## src/core/misc_event_pkg.sv

```systemverilog
/*
  Constants for the miscellaneous event interrupt block: register offsets,
  field positions and values after reset.
  Assumes an 8-bit register access port with 8-bit addresses.
*/
package misc_event_pkg;

  localparam int          EVENT_COUNT        = 5;
  localparam logic [7:0]  STATUS_OFFSET      = 8'h28;
  localparam logic [7:0]  MASK_OFFSET        = 8'h29;
  localparam logic [7:0]  SENSE_OFFSET       = 8'h2A;

  localparam int          WAKE_DONE_BIT      = 0;
  localparam int          SLEEP_DONE_BIT     = 1;
  localparam int          BUTTON_EVENT_BIT   = 2;
  localparam int          SUPPLY_LOW_BIT     = 3;
  localparam int          SUPPLY_OVER_BIT    = 4;

  localparam logic [4:0]  STATUS_RESET       = 5'h00;
  localparam logic [4:0]  MASK_RESET         = 5'h1F;
  localparam logic [4:0]  SENSE_RESET        = 5'h00;
  localparam logic [1:0]  SYNC_RESET         = 2'h0;

endpackage : misc_event_pkg

```

## src/core/misc_event_mask_sense.sv

```systemverilog
/*
  Miscellaneous event interrupt logic: latched status, mask and live sense
  registers for five power-management events, and the active-low interrupt.
  Assumes a simple synchronous 8-bit register port on sys_clk and event
  levels that arrive from analog or other-clock logic.
  Read and write strobes are single-cycle pulses; read data stands for
  one cycle after the read edge and reads zero otherwise.
  Writes to the sense register and to unused offsets are ignored.
  An event level needs three edges to reach its status flag, and the
  interrupt pin follows the status one edge later.
  Reset is synchronous, so sys_clk must run while rst_b is low.
*/
// Function
// [RQ1] Status bit clears on read or write-one.
// [RQ2] Mask zero lets set status pull interrupt.
// [RQ3] Mask one blocks that status from interrupt.
// [RQ4] Mask bit 0 wake-done, resets 1, async set; code sets it on a sys_clk edge after sync.
// [RQ5] Mask bit 1 sleep-done, resets to one.
// [RQ6] Mask bit 2 button event, resets one.
// [RQ7] Mask bit 3 supply-low warning, resets one.
// [RQ8] Mask bit 4 overvoltage; bits 7..5 unused.
// [RQ9] Sense bits 0,1 show transitions in progress.
// [RQ10] Sense bit 2 follows button input level.
// [RQ11] Sense bit 3 shows supply below warning.
// [RQ12] Sense bit 4 shows overvoltage; upper unused.
// [RQ13] Status latches wake, sleep, button events.
// [RQ14] Status latches supply low, overvoltage crossings.
// [RQ15] Interrupt is OR of unmasked status, low.
`timescale 1ns/10ps
`default_nettype none
module misc_event_mask_sense
  import misc_event_pkg::*;
(
  // Clock and reset.
  input  wire logic       sys_clk,
  input  wire logic       rst_b,
  // Register access port.
  input  wire logic [7:0] reg_addr,
  input  wire logic       reg_wr,
  input  wire logic       reg_rd,
  input  wire logic [7:0] reg_wdata,
  output logic      [7:0] reg_rdata,
  // Event levels from the power sequencer and comparators.
  input  wire logic       wake_in_progress,
  input  wire logic       sleep_in_progress,
  input  wire logic       power_button_input,
  input  wire logic       supply_low_threshold,
  input  wire logic       supply_over_threshold,
  // Asynchronous request to set the wake-done mask bit.
  input  wire logic       wake_mask_set,
  // Interrupt to the host, active low.
  output logic            irq_out_n
);

  // Event levels, raw and after the synchronisers.
  logic [EVENT_COUNT-1:0] level_raw;
  logic [EVENT_COUNT-1:0] level_sync;
  logic [EVENT_COUNT-1:0] rise_pulse;
  // Register state and next values.
  logic [EVENT_COUNT-1:0] status_reg;
  logic [EVENT_COUNT-1:0] status_next;
  logic [EVENT_COUNT-1:0] mask_reg;
  logic [EVENT_COUNT-1:0] mask_next;
  logic [EVENT_COUNT-1:0] sense_reg;
  logic [EVENT_COUNT-1:0] sense_next;
  logic [EVENT_COUNT-1:0] event_set;
  logic [7:0]             rdata_reg;
  logic [7:0]             rdata_next;
  logic                   irq_n_reg;
  logic                   irq_n_next;
  logic                   wake_set_rise;
  // Decoded register strobes.
  logic                   status_read;
  logic                   status_write;
  logic                   mask_write;

  // Decodes a register offset against the port address.
  function automatic logic hit(input logic [7:0] addr, input logic [7:0] offset);
    hit = (addr == offset);
  endfunction : hit

  // Gather the event levels in status-bit order.
  assign level_raw = {supply_over_threshold, supply_low_threshold, power_button_input,
                      sleep_in_progress, wake_in_progress};

  // Synchronise every event level before any logic reads it.
  genvar gi;
  generate
    for (gi = 0; gi < EVENT_COUNT; gi++) begin : g_sync
      event_edge_sync u_sync (
        .sys_clk    (sys_clk),
        .rst_b      (rst_b),
        .level_in   (level_raw[gi]),
        .level_sync (level_sync[gi]),
        .rise_pulse (rise_pulse[gi])
      );
    end
  endgenerate

  // The mask set request is a pin from outside, so it is synchronised too.
  event_edge_sync u_mask_set_sync (
    .sys_clk    (sys_clk),
    .rst_b      (rst_b),
    .level_in   (wake_mask_set),
    .level_sync (),
    .rise_pulse (wake_set_rise)
  );

  // Transitions latch on completion (falling in-progress), comparators on entry.
  always_comb begin
    event_set                   = rise_pulse;
    // Transition flags fire when the in-progress level drops.
    event_set[WAKE_DONE_BIT]    = sense_reg[WAKE_DONE_BIT] & ~level_sync[WAKE_DONE_BIT]; // RQ13
    event_set[SLEEP_DONE_BIT]   = sense_reg[SLEEP_DONE_BIT] & ~level_sync[SLEEP_DONE_BIT]; // RQ13
    // The button flag fires on either edge of its level.
    event_set[BUTTON_EVENT_BIT] = sense_reg[BUTTON_EVENT_BIT] ^ level_sync[BUTTON_EVENT_BIT]; // RQ13
    event_set[SUPPLY_LOW_BIT]   = rise_pulse[SUPPLY_LOW_BIT]; // RQ14
    event_set[SUPPLY_OVER_BIT]  = rise_pulse[SUPPLY_OVER_BIT]; // RQ14
  end

  // Address-qualified strobes, shared by the status and mask groups.
  // A read and a write in one cycle both take effect.
  assign status_read  = reg_rd & hit(reg_addr, STATUS_OFFSET);
  assign status_write = reg_wr & hit(reg_addr, STATUS_OFFSET);
  assign mask_write   = reg_wr & hit(reg_addr, MASK_OFFSET);

  // Status: a read clears every flag, a write of one clears that flag.
  always_comb begin
    status_next = status_reg;
    if (status_read) begin
      status_next = '0; // RQ1
    end
    if (status_write) begin
      status_next = status_next & ~reg_wdata[EVENT_COUNT-1:0]; // RQ1
    end
    // A flag that sets in the cycle it is cleared stays set, so no event is lost.
    status_next = status_next | event_set; // RQ13 RQ14
    if (!rst_b) begin
      status_next = STATUS_RESET;
    end
  end

  // Register the status flags.
  always_ff @(posedge sys_clk) begin
    status_reg <= status_next;
  end

  // Mask: a host write stores the bits; the external request sets bit 0.
  always_comb begin
    mask_next = mask_reg;
    if (mask_write) begin
      mask_next = reg_wdata[EVENT_COUNT-1:0]; // RQ5 RQ6 RQ7 RQ8
    end
    // The external set wins over a host write of zero in the same cycle.
    if (wake_set_rise) begin
      mask_next[WAKE_DONE_BIT] = 1'b1; // RQ4
    end
    if (!rst_b) begin
      mask_next = MASK_RESET; // RQ4 RQ5 RQ6 RQ7 RQ8
    end
  end

  // Register the mask bits.
  always_ff @(posedge sys_clk) begin
    mask_reg <= mask_next;
  end

  // Sense: the synchronised levels, held one edge so reads see a settled value.
  always_comb begin
    sense_next = level_sync; // RQ9 RQ10 RQ11 RQ12
    if (!rst_b) begin
      sense_next = SENSE_RESET;
    end
  end

  // Register the sense bits; they also serve as the previous level for edges.
  always_ff @(posedge sys_clk) begin
    sense_reg <= sense_next;
  end

  // Read data: the addressed register for one cycle, zero otherwise.
  always_comb begin
    rdata_next = 8'h00;
    // Unused offsets and the unused upper bits read as zero.
    if (reg_rd) begin
      if (hit(reg_addr, STATUS_OFFSET)) begin
        rdata_next = {3'h0, status_reg}; // RQ13 RQ14
      end else if (hit(reg_addr, MASK_OFFSET)) begin
        rdata_next = {3'h0, mask_reg}; // RQ8
      end else if (hit(reg_addr, SENSE_OFFSET)) begin
        rdata_next = {3'h0, sense_reg}; // RQ12
      end
    end
    if (!rst_b) begin
      rdata_next = 8'h00;
    end
  end

  // Register the read data.
  always_ff @(posedge sys_clk) begin
    rdata_reg <= rdata_next;
  end

  // Interrupt: low while any set status bit has its mask cleared.
  always_comb begin
    // The pin is released one edge after no unmasked flag remains.
    irq_n_next = ~|(status_reg & ~mask_reg); // RQ2 RQ3 RQ15
    if (!rst_b) begin
      irq_n_next = 1'b1;
    end
  end

  // Register the interrupt level so the pin cannot glitch between edges.
  always_ff @(posedge sys_clk) begin
    irq_n_reg <= irq_n_next;
  end

  // Drive the outputs straight from their registers.
  assign reg_rdata = rdata_reg;
  assign irq_out_n = irq_n_reg;

endmodule : misc_event_mask_sense
`default_nettype wire

```

## src/core/event_edge_sync.sv

```systemverilog
/*
  Two-flop synchroniser for one external level, with a rising-edge pulse
  taken from the synchronised level.
  Assumes the level comes from outside the sys_clk domain.
*/
`timescale 1ns/10ps
`default_nettype none
module event_edge_sync
  import misc_event_pkg::*;
(
  // Clock and reset.
  input  wire logic sys_clk,
  input  wire logic rst_b,
  // Level in and conditioned results out.
  input  wire logic level_in,
  output logic      level_sync,
  output logic      rise_pulse
);

  logic [1:0] sync_reg;
  logic [1:0] sync_next;
  logic       last_reg;
  logic       last_next;

  // Shift the level through both stages; only the second stage is looked at.
  always_comb begin
    sync_next = {sync_reg[0], level_in};
    last_next = sync_reg[1];
    if (!rst_b) begin
      sync_next = SYNC_RESET;
      last_next = 1'b0;
    end
  end

  // Register the synchroniser state.
  always_ff @(posedge sys_clk) begin
    sync_reg <= sync_next;
    last_reg <= last_next;
  end

  // Present the clean level and its rising edge.
  assign level_sync = sync_reg[1];
  assign rise_pulse = sync_reg[1] & ~last_reg;

endmodule : event_edge_sync
`default_nettype wire

```

## config.mk

```make
export PLATFORM = sky130hd
export DESIGN_NAME = misc_event_mask_sense
export DESIGN_NICKNAME = d
export VERILOG_FILES = /design/src/core/misc_event_pkg.sv /design/src/core/misc_event_mask_sense.sv /design/src/core/event_edge_sync.sv
export SDC_FILE = /design/constraint.sdc
export NUM_CORES = 1
export LEC_CHECK = 0
export BUFFER_PORTS_ARGS = -buffer_cell sky130_fd_sc_hd__buf_2
export CAP_MARGIN = 25
export CORE_ASPECT_RATIO = 0.5
export CORE_MARGIN = 2
export CORE_UTILIZATION = 35
export CTS_CLUSTER_SIZE = 28
export DETAILED_ROUTE_END_ITERATION = 7
export PLACE_DENSITY = 0.58
export SYNTH_ARGS = -nofsm -noshare
export SYNTH_HDL_FRONTEND = slang
export SYNTH_SLANG_ARGS = --single-unit
```

## constraint.sdc

```tcl
create_clock -name sys_clk -period 1.55 [get_ports sys_clk]
set_input_delay 0.0775 -clock sys_clk [delete_from_list [all_inputs] [get_ports sys_clk]]
set_output_delay 0.0775 -clock sys_clk [all_outputs]
set_load 0.05 [all_outputs]
```

== Word level (Yosys, flattened, before mapping) ==
Index checks and enable logic that the tools add are counted.

* Flip-flop bits (word level): 39
* Bits of input ports: 26
* Output and inout bits: 9

* Eq/ne operators: 3
* Multiplexer cells: 5
* Bitwise logic cells: 21
* Reduce and logical (&&, ||, !) cells: 5

{| class="wikitable"
|+ Operators by type and width
! kind !! count
|-
| $mux 5 || 5
|-
| $eq 8x6->1 const B || 3
|-
| $and 5x5->5 || 2
|-
| $not 5->5 || 2
|-
| $and 1x1->1 || 8
|-
| $not 1->1 || 7
|-
| $or 5x5->5 || 1
|-
| $reduce_or 5->1 || 1
|-
| $reduce_or 4->1 || 1
|-
| $reduce_and 2->1 || 1
|-
| $reduce_or 2->1 || 1
|-
| $logic_not 1->1 || 1
|-
| $xor 1x1->1 || 1
|}

== Logic depth before layout (Yosys ltp) ==
Gate-level depths: netlist of the first run.

* Depth in word-level cells: 6
* Mapped depth: 4
* Gate-level depth less buffers: 3

== By module ==
Synthesis of the first run repeated with hierarchy kept, for this count alone.

* Cell total of the unflattened synthesis: 153
* Area total of the unflattened synthesis: 1,508.9 um2

{| class="wikitable"
|+ By module, submodules not included
! module !! instances !! cells each !! area an instance (um2) !! seq. area each (um2)
|-
| misc_event_mask_sense || 1 || 111 || 953.4 || 420.4
|-
| event_edge_sync || 6 || 7 || 92.6 || 60.1
|}

== Worst setup path after synthesis of the first run ==
No wires, ideal clock.

* Path type: in2reg
* Start: in reg_addr[7]
* End: reg mask_reg[1]
* Setup time: 0.133 ns
* Arrival: 1.048 ns
* Required time: 1.417 ns
* Path slack: 0.370 ns
* Stages: 4
* Cell sequence: or4b_1 -> buf_2 -> o31ai_1 -> nand3_1

* Longest elaborated chain between the ends: 2

{| class="wikitable"
|+ Ends and longest elaborated chain
! element !! line !! text
|-
| start, declared || misc_event_mask_sense.sv:38 || <nowiki>input wire logic [7:0] reg_addr,</nowiki>
|-
| $eq 8x6->1 || misc_event_mask_sense.sv:79 || <nowiki>hit = (addr == offset);</nowiki>
|-
| $and 1x1->1 || misc_event_mask_sense.sv:125 || <nowiki>assign mask_write = reg_wr & hit(reg_addr, MASK_OFFSET);</nowiki>
|-
| end signal, assigned || misc_event_mask_sense.sv:165 || <nowiki>mask_reg <= mask_next;</nowiki>
|-
| end, declared || misc_event_mask_sense.sv:62 || <nowiki>logic [EVENT_COUNT-1:0] mask_reg;</nowiki>
|}

No other way between the ends.
A chain may end at the register's enable or synchronous reset.

== Worst setup path after layout of the first run ==
* Start: in reg_addr[7]
* End: reg status_reg[4]

* Longest elaborated chain between the ends: 6

{| class="wikitable"
|+ Ends and longest elaborated chain
! element !! line !! text
|-
| $eq 8x6->1 * || misc_event_mask_sense.sv:79 ||
|-
| $and 1x1->1 || misc_event_mask_sense.sv:123 || <nowiki>assign status_read = reg_rd & hit(reg_addr, STATUS_OFFSET);</nowiki>
|-
| $mux 5 || misc_event_mask_sense.sv:130 || <nowiki>if (status_read) begin</nowiki>
|-
| $and 5x5->5 || misc_event_mask_sense.sv:134 || <nowiki>status_next = status_next & ~reg_wdata[EVENT_COUNT-1:0];</nowiki>
|-
| $mux 5 * || misc_event_mask_sense.sv:133 || <nowiki>if (status_write) begin</nowiki>
|-
| $or 5x5->5 * || misc_event_mask_sense.sv:137 || <nowiki>status_next = status_next | event_set;</nowiki>
|-
| end signal, assigned || misc_event_mask_sense.sv:145 || <nowiki>status_reg <= status_next;</nowiki>
|-
| end, declared || misc_event_mask_sense.sv:60 || <nowiki>logic [EVENT_COUNT-1:0] status_reg;</nowiki>
|}

Mark *: on every way between the ends. The rest lies on a longest branch, timed or not.

==> flow_metrics.py, run 1 <==
metrics = {
    "floorplanning": {
        "start_util": 0.378,
        "rows": 15,
        "die_h_um": 47.8,
        "die_area_um2": 4370,
        "io_pins": 35,
        "die_w_um": 91.5,
        "core_area_um2": 3550,
    },
    "worst_setup_path": {
        "reg2reg_to": "status_reg[4]",
        "cp.required_ps": 1710,
        "worst_path_largest_cell_delay_ps": 680,
        "path_buf_inv": 1,
        "endpoint_kind": "flip-flop",
        "reg2reg_from": "sense_reg[4]",
        "cp_cell_sequence": "buf_2, or4b_1, nor3_4, a31oi_1",
        "crit_path_max_fanout": 6,
        "crit_type": "primary input to flip-flop",
        "cpMaxStageDelayCell": "or4b_1",
        "crit_arrival_ps": 1300,
        "rrSetupSlack_ps": 670,
        "startpoint_type": "primary input",
        "worst-r2r-cell-count": 3,
        "path_delay_family": "simple AND/OR/NAND/NOR gates",
    },
    "global_route": {
        "grt_pass1_wl_um": 4420,
        "grt_pass1_vias": 934,
        "grt_use_total": 0.139,
        "grt_max_degree": 20,
        "antenna_found_initial": 0,
        "grt_overflow_total": 0,
    },
    "drt": {
        "dr.first_iter.drc_count": 39,
        "drc_errors": 0,
        "routed-wl-met3_um": 201,
        "avgRoutedWirePerCell_um": 11.9,
        "wirelength_um": 2670,
        "vias": 1022,
        "first_pass_iters": 4,
        "viasPerCell": 4.56,
        "ant_nets": 0,
        "route.met2.wl_um": 1080,
        "top_layer": "met4",
        "wl_met1_um": 1370,
    },
    "clock_tree": {
        "post_cts_resized": 0,
        "cts_root_buf": "clkbuf_8",
        "path_clk_slew_ps": 70,
        "postCtsSetupBuffers": 0,
        "clock_path_buffers": 2,
        "cts_tree": "done",
        "cts-htree-levels": 2,
        "clock_latency_ps": 280,
        "postCtsHoldBufs": 5,
        "cts_buffers": 5,
        "clock_sinks": 34,
    },
    "placement": {
        "dpl.hpwl_um": 2010,
        "dp_cells": 212,
        "port_buffers": 28,
        "place_area_um2": 1520,
        "gp_congestion": 0.883,
    },
    "synthesis": {
        "synth-compound-area-share": 0.146,
        "ys_warn_count": 0,
        "synth.avg_cell_area_um2": 9.72,
        "ys_seq_area_frac": 0.507,
        "synth_area_um2": 1340,
        "syn_inst": 138,
        "yosys.area_share.simple": 0.250,
        "netlist.area_leader.share": 0.507,
        "ys_ff_latch": 34,
        "synth-xor-area-share": 0.00653,
        "synth_top_family_by_area": "simple AND/OR/NAND/NOR gates",
        "synth_mux_area_frac": 0.0373,
        "yosys.area.top_type": "dfxtp_1",
        "netlist_top_cells_area": "dfxtp_1 51%, and2_1 8.9%, mux2i_1 3.7%",
        "synth_adder_area_share": 0,
        "ys_types": 30,
    },
    "timing": {
        "final_hold_viol_count": 0,
        "skew_ps": 1.81,
        "tightestPinTransition_ps": 565,
        "setup-tns-final_ps": 0,
        "fmax_mhz": 876,
        "maxSlewViolCount": 0,
        "setup_viol_count_final": 0,
        "fin_crit_sh": 0.737,
        "post-route-min-period_ps": 1140,
        "rsz0062_at_grt": "false",
        "slew-limit-headroom": 0.623,
    },
    "layout": {
        "fin_area_um2": 1680,
        "largest_reg_flops": 10,
        "nNetsFinal": 199,
        "final_cells": 224,
        "layout-drive-gt1-share": 0.231,
        "final_common_cell": "dfxtp_1",
        "diodes": 0,
        "syn_to_final_growth_pct": 25.5,
        "final_cell_mix": "34 x dfxtp_1, 28 x buf_2, 19 x and2_1",
    },
    "power": {
        "p_int_w": 0.00149,
        "power_density_nw_per_um2": 1120,
        "power.share.switching": 0.212,
        "power.share.combinational": 0.083,
        "clkPwrFrac": 0.433,
        "power_frac_seq": 0.483,
        "vdd_drop_max_mv": 0.371,
        "power_switching_w": 0.000401,
        "leakage_nw": 0.705,
    },
    "hold_path": {
        "hp-class": "primary input to flip-flop",
        "whs_path_depth": 2,
        "hold_start": "supply_over_threshold",
        "hold_path_end": "g_sync[4].u_sync.sync_reg[0]",
    },
    "job": {
        "drv_cap": 0,
    },
    "outcome": {
        "outcome": "finished, final reports clean",
    },
}
kinds of logic (layout without fill, tap and decap cells):
| family | after synthesis | after routing |
|---|---|---|
| buf+inv | 14 | 47 |
| other cells | 1 | 3 |
| simple gates | 54 | 54 |
| flops | 34 | 34 |
| xor+xnor | 1 | 1 |
| compound gates | 29 | 29 |
| mux | 5 | 5 |
through the flow:
step                      setup slack (ps)  utilization  power (W)  hold slack (ps)
after global routing                   345        0.474    0.00196             9.30
after CTS                              414        0.474    0.00191             2.63
after global placement                 136        0.429    0.00108              282
after floorplan                        370            -    0.00103              205
after detailed placement               107        0.429    0.00108              289
final                                  408        0.474    0.00189             9.01
routing by layer:
| metal | track usage | vias up |
|---|---|---|
| met3 | 0.0488 | 3 |
| met1 | 0.183 | 440 |
| met4 | 0.0636 | 0 |
| met2 | 0.210 | 38 |
| met5 | 0 | - |
| li1 | - | 541 |
worst max path at each step:
stage / from / to / slack, ps / depth (start not counted)
after floorplan: reg_addr[7] / mask_reg[1] / 370 / 4
after global placement: reg_addr[7] / status_reg[4] / 140 / 4
after detailed placement: reg_addr[7] / status_reg[4] / 110 / 4
after CTS: reg_addr[7] / status_reg[4] / 410 / 4
after global routing: reg_addr[7] / mask_reg[2] / 340 / 4
final: reg_addr[7] / status_reg[4] / 410 / 4
area by class of cell:
cell class / count / area [um2]
Clock buffer: 6 / 82.6
Timing Repair Buffer: 35 / 205
Clock inverter: 1 / 30.0
Fill cell: 339 / 1860
Inverter: 5 / 18.8
Multi-Input combinational cell: 92 / 602
Sequential cell: 34 / 681
Tap cell: 51 / 63.8
Yosys cell counts, drive strengths merged:
library cell	count
clkbuf	4
mux2i	5
nand3	5
a21bo	1
buf	5
o22ai	1
a21o	2
nor3	1
o31ai	5
nor4b	1
and2	19
nor2	8
or4b	1
nand2	1
conb	1
o21ai	5
nand2b	5
nand4	6
dfxtp	34
or3b	1
a21oi	6
inv	5
xor2	1
a31oi	2
nor3b	1
a21boi	1
a2bb2oi	5
nor2b	5
o221ai	1
power groups by stage:
stage	Sequential, W	Clock [W]	Combinational, W
final	0.000913	0.000819	0.000157
after global routing	0.000916	0.000873	0.000175
after CTS	0.000913	0.000838	0.000157
after detailed placement	0.000933	0	0.000148
after global placement	0.000932	0	0.000145
after floorplan	0.000928	0	0.000103
(Power assumes the default switching activity.)
==> inputs of run 2 (changes only) <==
- PLACE_DENSITY: 0.58 -> 0.6
- clock period: 1.55 -> 1 ns (I/O delays scaled with it)
==> flow_metrics.py, run 2 (synthesized netlist as in run 1, its figures left out) <==
metrics = {
    "worst_setup_path": {
        "crit_path_max_fanout": 6,
        "crit_type": "primary input to flip-flop",
        "cp.required_ps": 1170,
        "crit_arrival_ps": 1120,
        "startpoint_type": "primary input",
        "endpoint_kind": "flip-flop",
    },
    "timing": {
        "setup_viol_count_final": 0,
        "maxSlewViolCount": 0,
        "fmax_mhz": 1050,
        "skew_ps": 7.22,
        "fin_crit_sh": 0.953,
        "final_hold_viol_count": 0,
        "post-route-min-period_ps": 953,
        "rsz0062_at_grt": "false",
    },
    "floorplanning": {
        "rows": 15,
        "die_w_um": 91.5,
        "die_area_um2": 4370,
        "core_area_um2": 3550,
        "start_util": 0.378,
        "io_pins": 35,
        "die_h_um": 47.8,
    },
    "hold_path": {
        "hp-class": "primary input to flip-flop",
    },
    "layout": {
        "fin_area_um2": 1770,
        "layout-drive-gt1-share": 0.271,
        "final_common_cell": "dfxtp_1",
        "final_cell_mix": "34 x dfxtp_1, 28 x buf_2, 19 x and2_1",
        "largest_reg_flops": 10,
        "nNetsFinal": 206,
        "syn_to_final_growth_pct": 32.1,
        "diodes": 0,
    },
    "power": {
        "leakage_nw": 0.753,
        "power_density_nw_per_um2": 1810,
        "vdd_drop_max_mv": 0.659,
        "power_frac_seq": 0.442,
        "p_int_w": 0.00252,
        "power_switching_w": 0.000677,
        "total_power_w": 0.00320,
        "clkPwrFrac": 0.474,
        "power.share.combinational": 0.084,
        "power.share.switching": 0.211,
    },
    "drt": {
        "drc_errors": 0,
        "ant_nets": 0,
        "vias": 1082,
        "viasPerCell": 4.66,
        "first_pass_iters": 4,
        "avgRoutedWirePerCell_um": 12.1,
        "wirelength_um": 2810,
        "dr.first_iter.drc_count": 61,
    },
    "clock_tree": {
        "cts_buffers": 5,
        "clock_path_buffers": 2,
        "clock_latency_ps": 290,
        "cts_root_buf": "clkbuf_8",
        "clock_sinks": 34,
        "cts_tree": "done",
        "path_clk_slew_ps": 70,
        "cts-htree-levels": 2,
    },
    "placement": {
        "gp_congestion": 0.808,
        "dpl.hpwl_um": 2010,
        "place_area_um2": 1570,
        "port_buffers": 28,
    },
    "global_route": {
        "grt_use_total": 0.134,
        "grt_pass1_wl_um": 4220,
        "grt_max_degree": 16,
        "grt_overflow_total": 0,
        "antenna_found_initial": 0,
        "grt_pass1_vias": 931,
    },
    "job": {
        "drv_cap": 0,
    },
    "outcome": {
        "outcome": "finished, final reports clean",
    },
}
## run 2: cell types whose count changed in the layout (fill, tap and decap cells not counted), sizes merged
cell / delta
buf: +6
bufinv: +1
clkbuf: -1
clkinv: +1
dlygate4sd3: +1
## run 2: worst paths after layout
path                                startpoint                            to  slack [ps]  depth (start not counted)
hold reg to reg   g_sync[3].u_sync.sync_reg[0]  g_sync[3].u_sync.sync_reg[1]         430                          1
setup reg to reg                  sense_reg[4]                 status_reg[4]         110                          3
setup / recovery                   reg_addr[7]                   mask_reg[1]          50                          4
hold / removal                    reg_wdata[2]                   mask_reg[2]          20                          3
## run 2: routing by layer
layer / vias up / global-route usage / wire (um)
met4: 0 / 0.0727 / 21
li1: 557 / - / -
met3: 3 / 0.0457 / 239
met2: 42 / 0.212 / 1180
met5: - / 0 / 0
met1: 480 / 0.169 / 1370
## run 2: timing repair
item	CTS	global route
endpoints found under the setup margin	0	1
endpoints found under the hold margin	6	0
gates resized for setup	0	1
setup buffers	0	0
hold buffers	6	0
## run 2: critical path, stage by stage
cell     delay (ps)
buf_2           100
or4b_4          590
o31ai_1         260
nand3_1         110
## run 2: power groups by stage
stage	Clock (W)	Sequential, W	Combinational [W]
6_report	0.00152	0.00141	0.000269
5_1_grt	0.00159	0.00142	0.000293
2_1_floorplan	0	0.00144	0.000161
3_5_place_dp	0	0.00144	0.000248
4_1_cts	0.00154	0.00141	0.000267
3_3_place_gp	0	0.00144	0.000245
## run 2: cell type report
| class | count | area (um2) |
|---|---|---|
| Clock buffer | 5 | 68.8 |
| Timing Repair Buffer | 42 | 260 |
| Multi-Input combinational cell | 92 | 611 |
| Fill cell | 335 | 1780 |
| Clock inverter | 3 | 68.8 |
| Tap cell | 51 | 63.8 |
| Sequential cell | 34 | 681 |
| Inverter | 5 | 18.8 |
## run 2: through the flow
step	setup TNS [ps]	std cells	utilization	setup WS, ps	hold WS [ps]
after floorplan	-854	140	-	-101	177
after global placement	-2320	218	0.442	-213	256
after detailed placement	-2750	218	0.442	-235	259
after CTS	0	232	0.498	60.2	22.1
after global routing	0	232	0.499	13.4	56.8
final	0	232	0.499	46.8	22.8
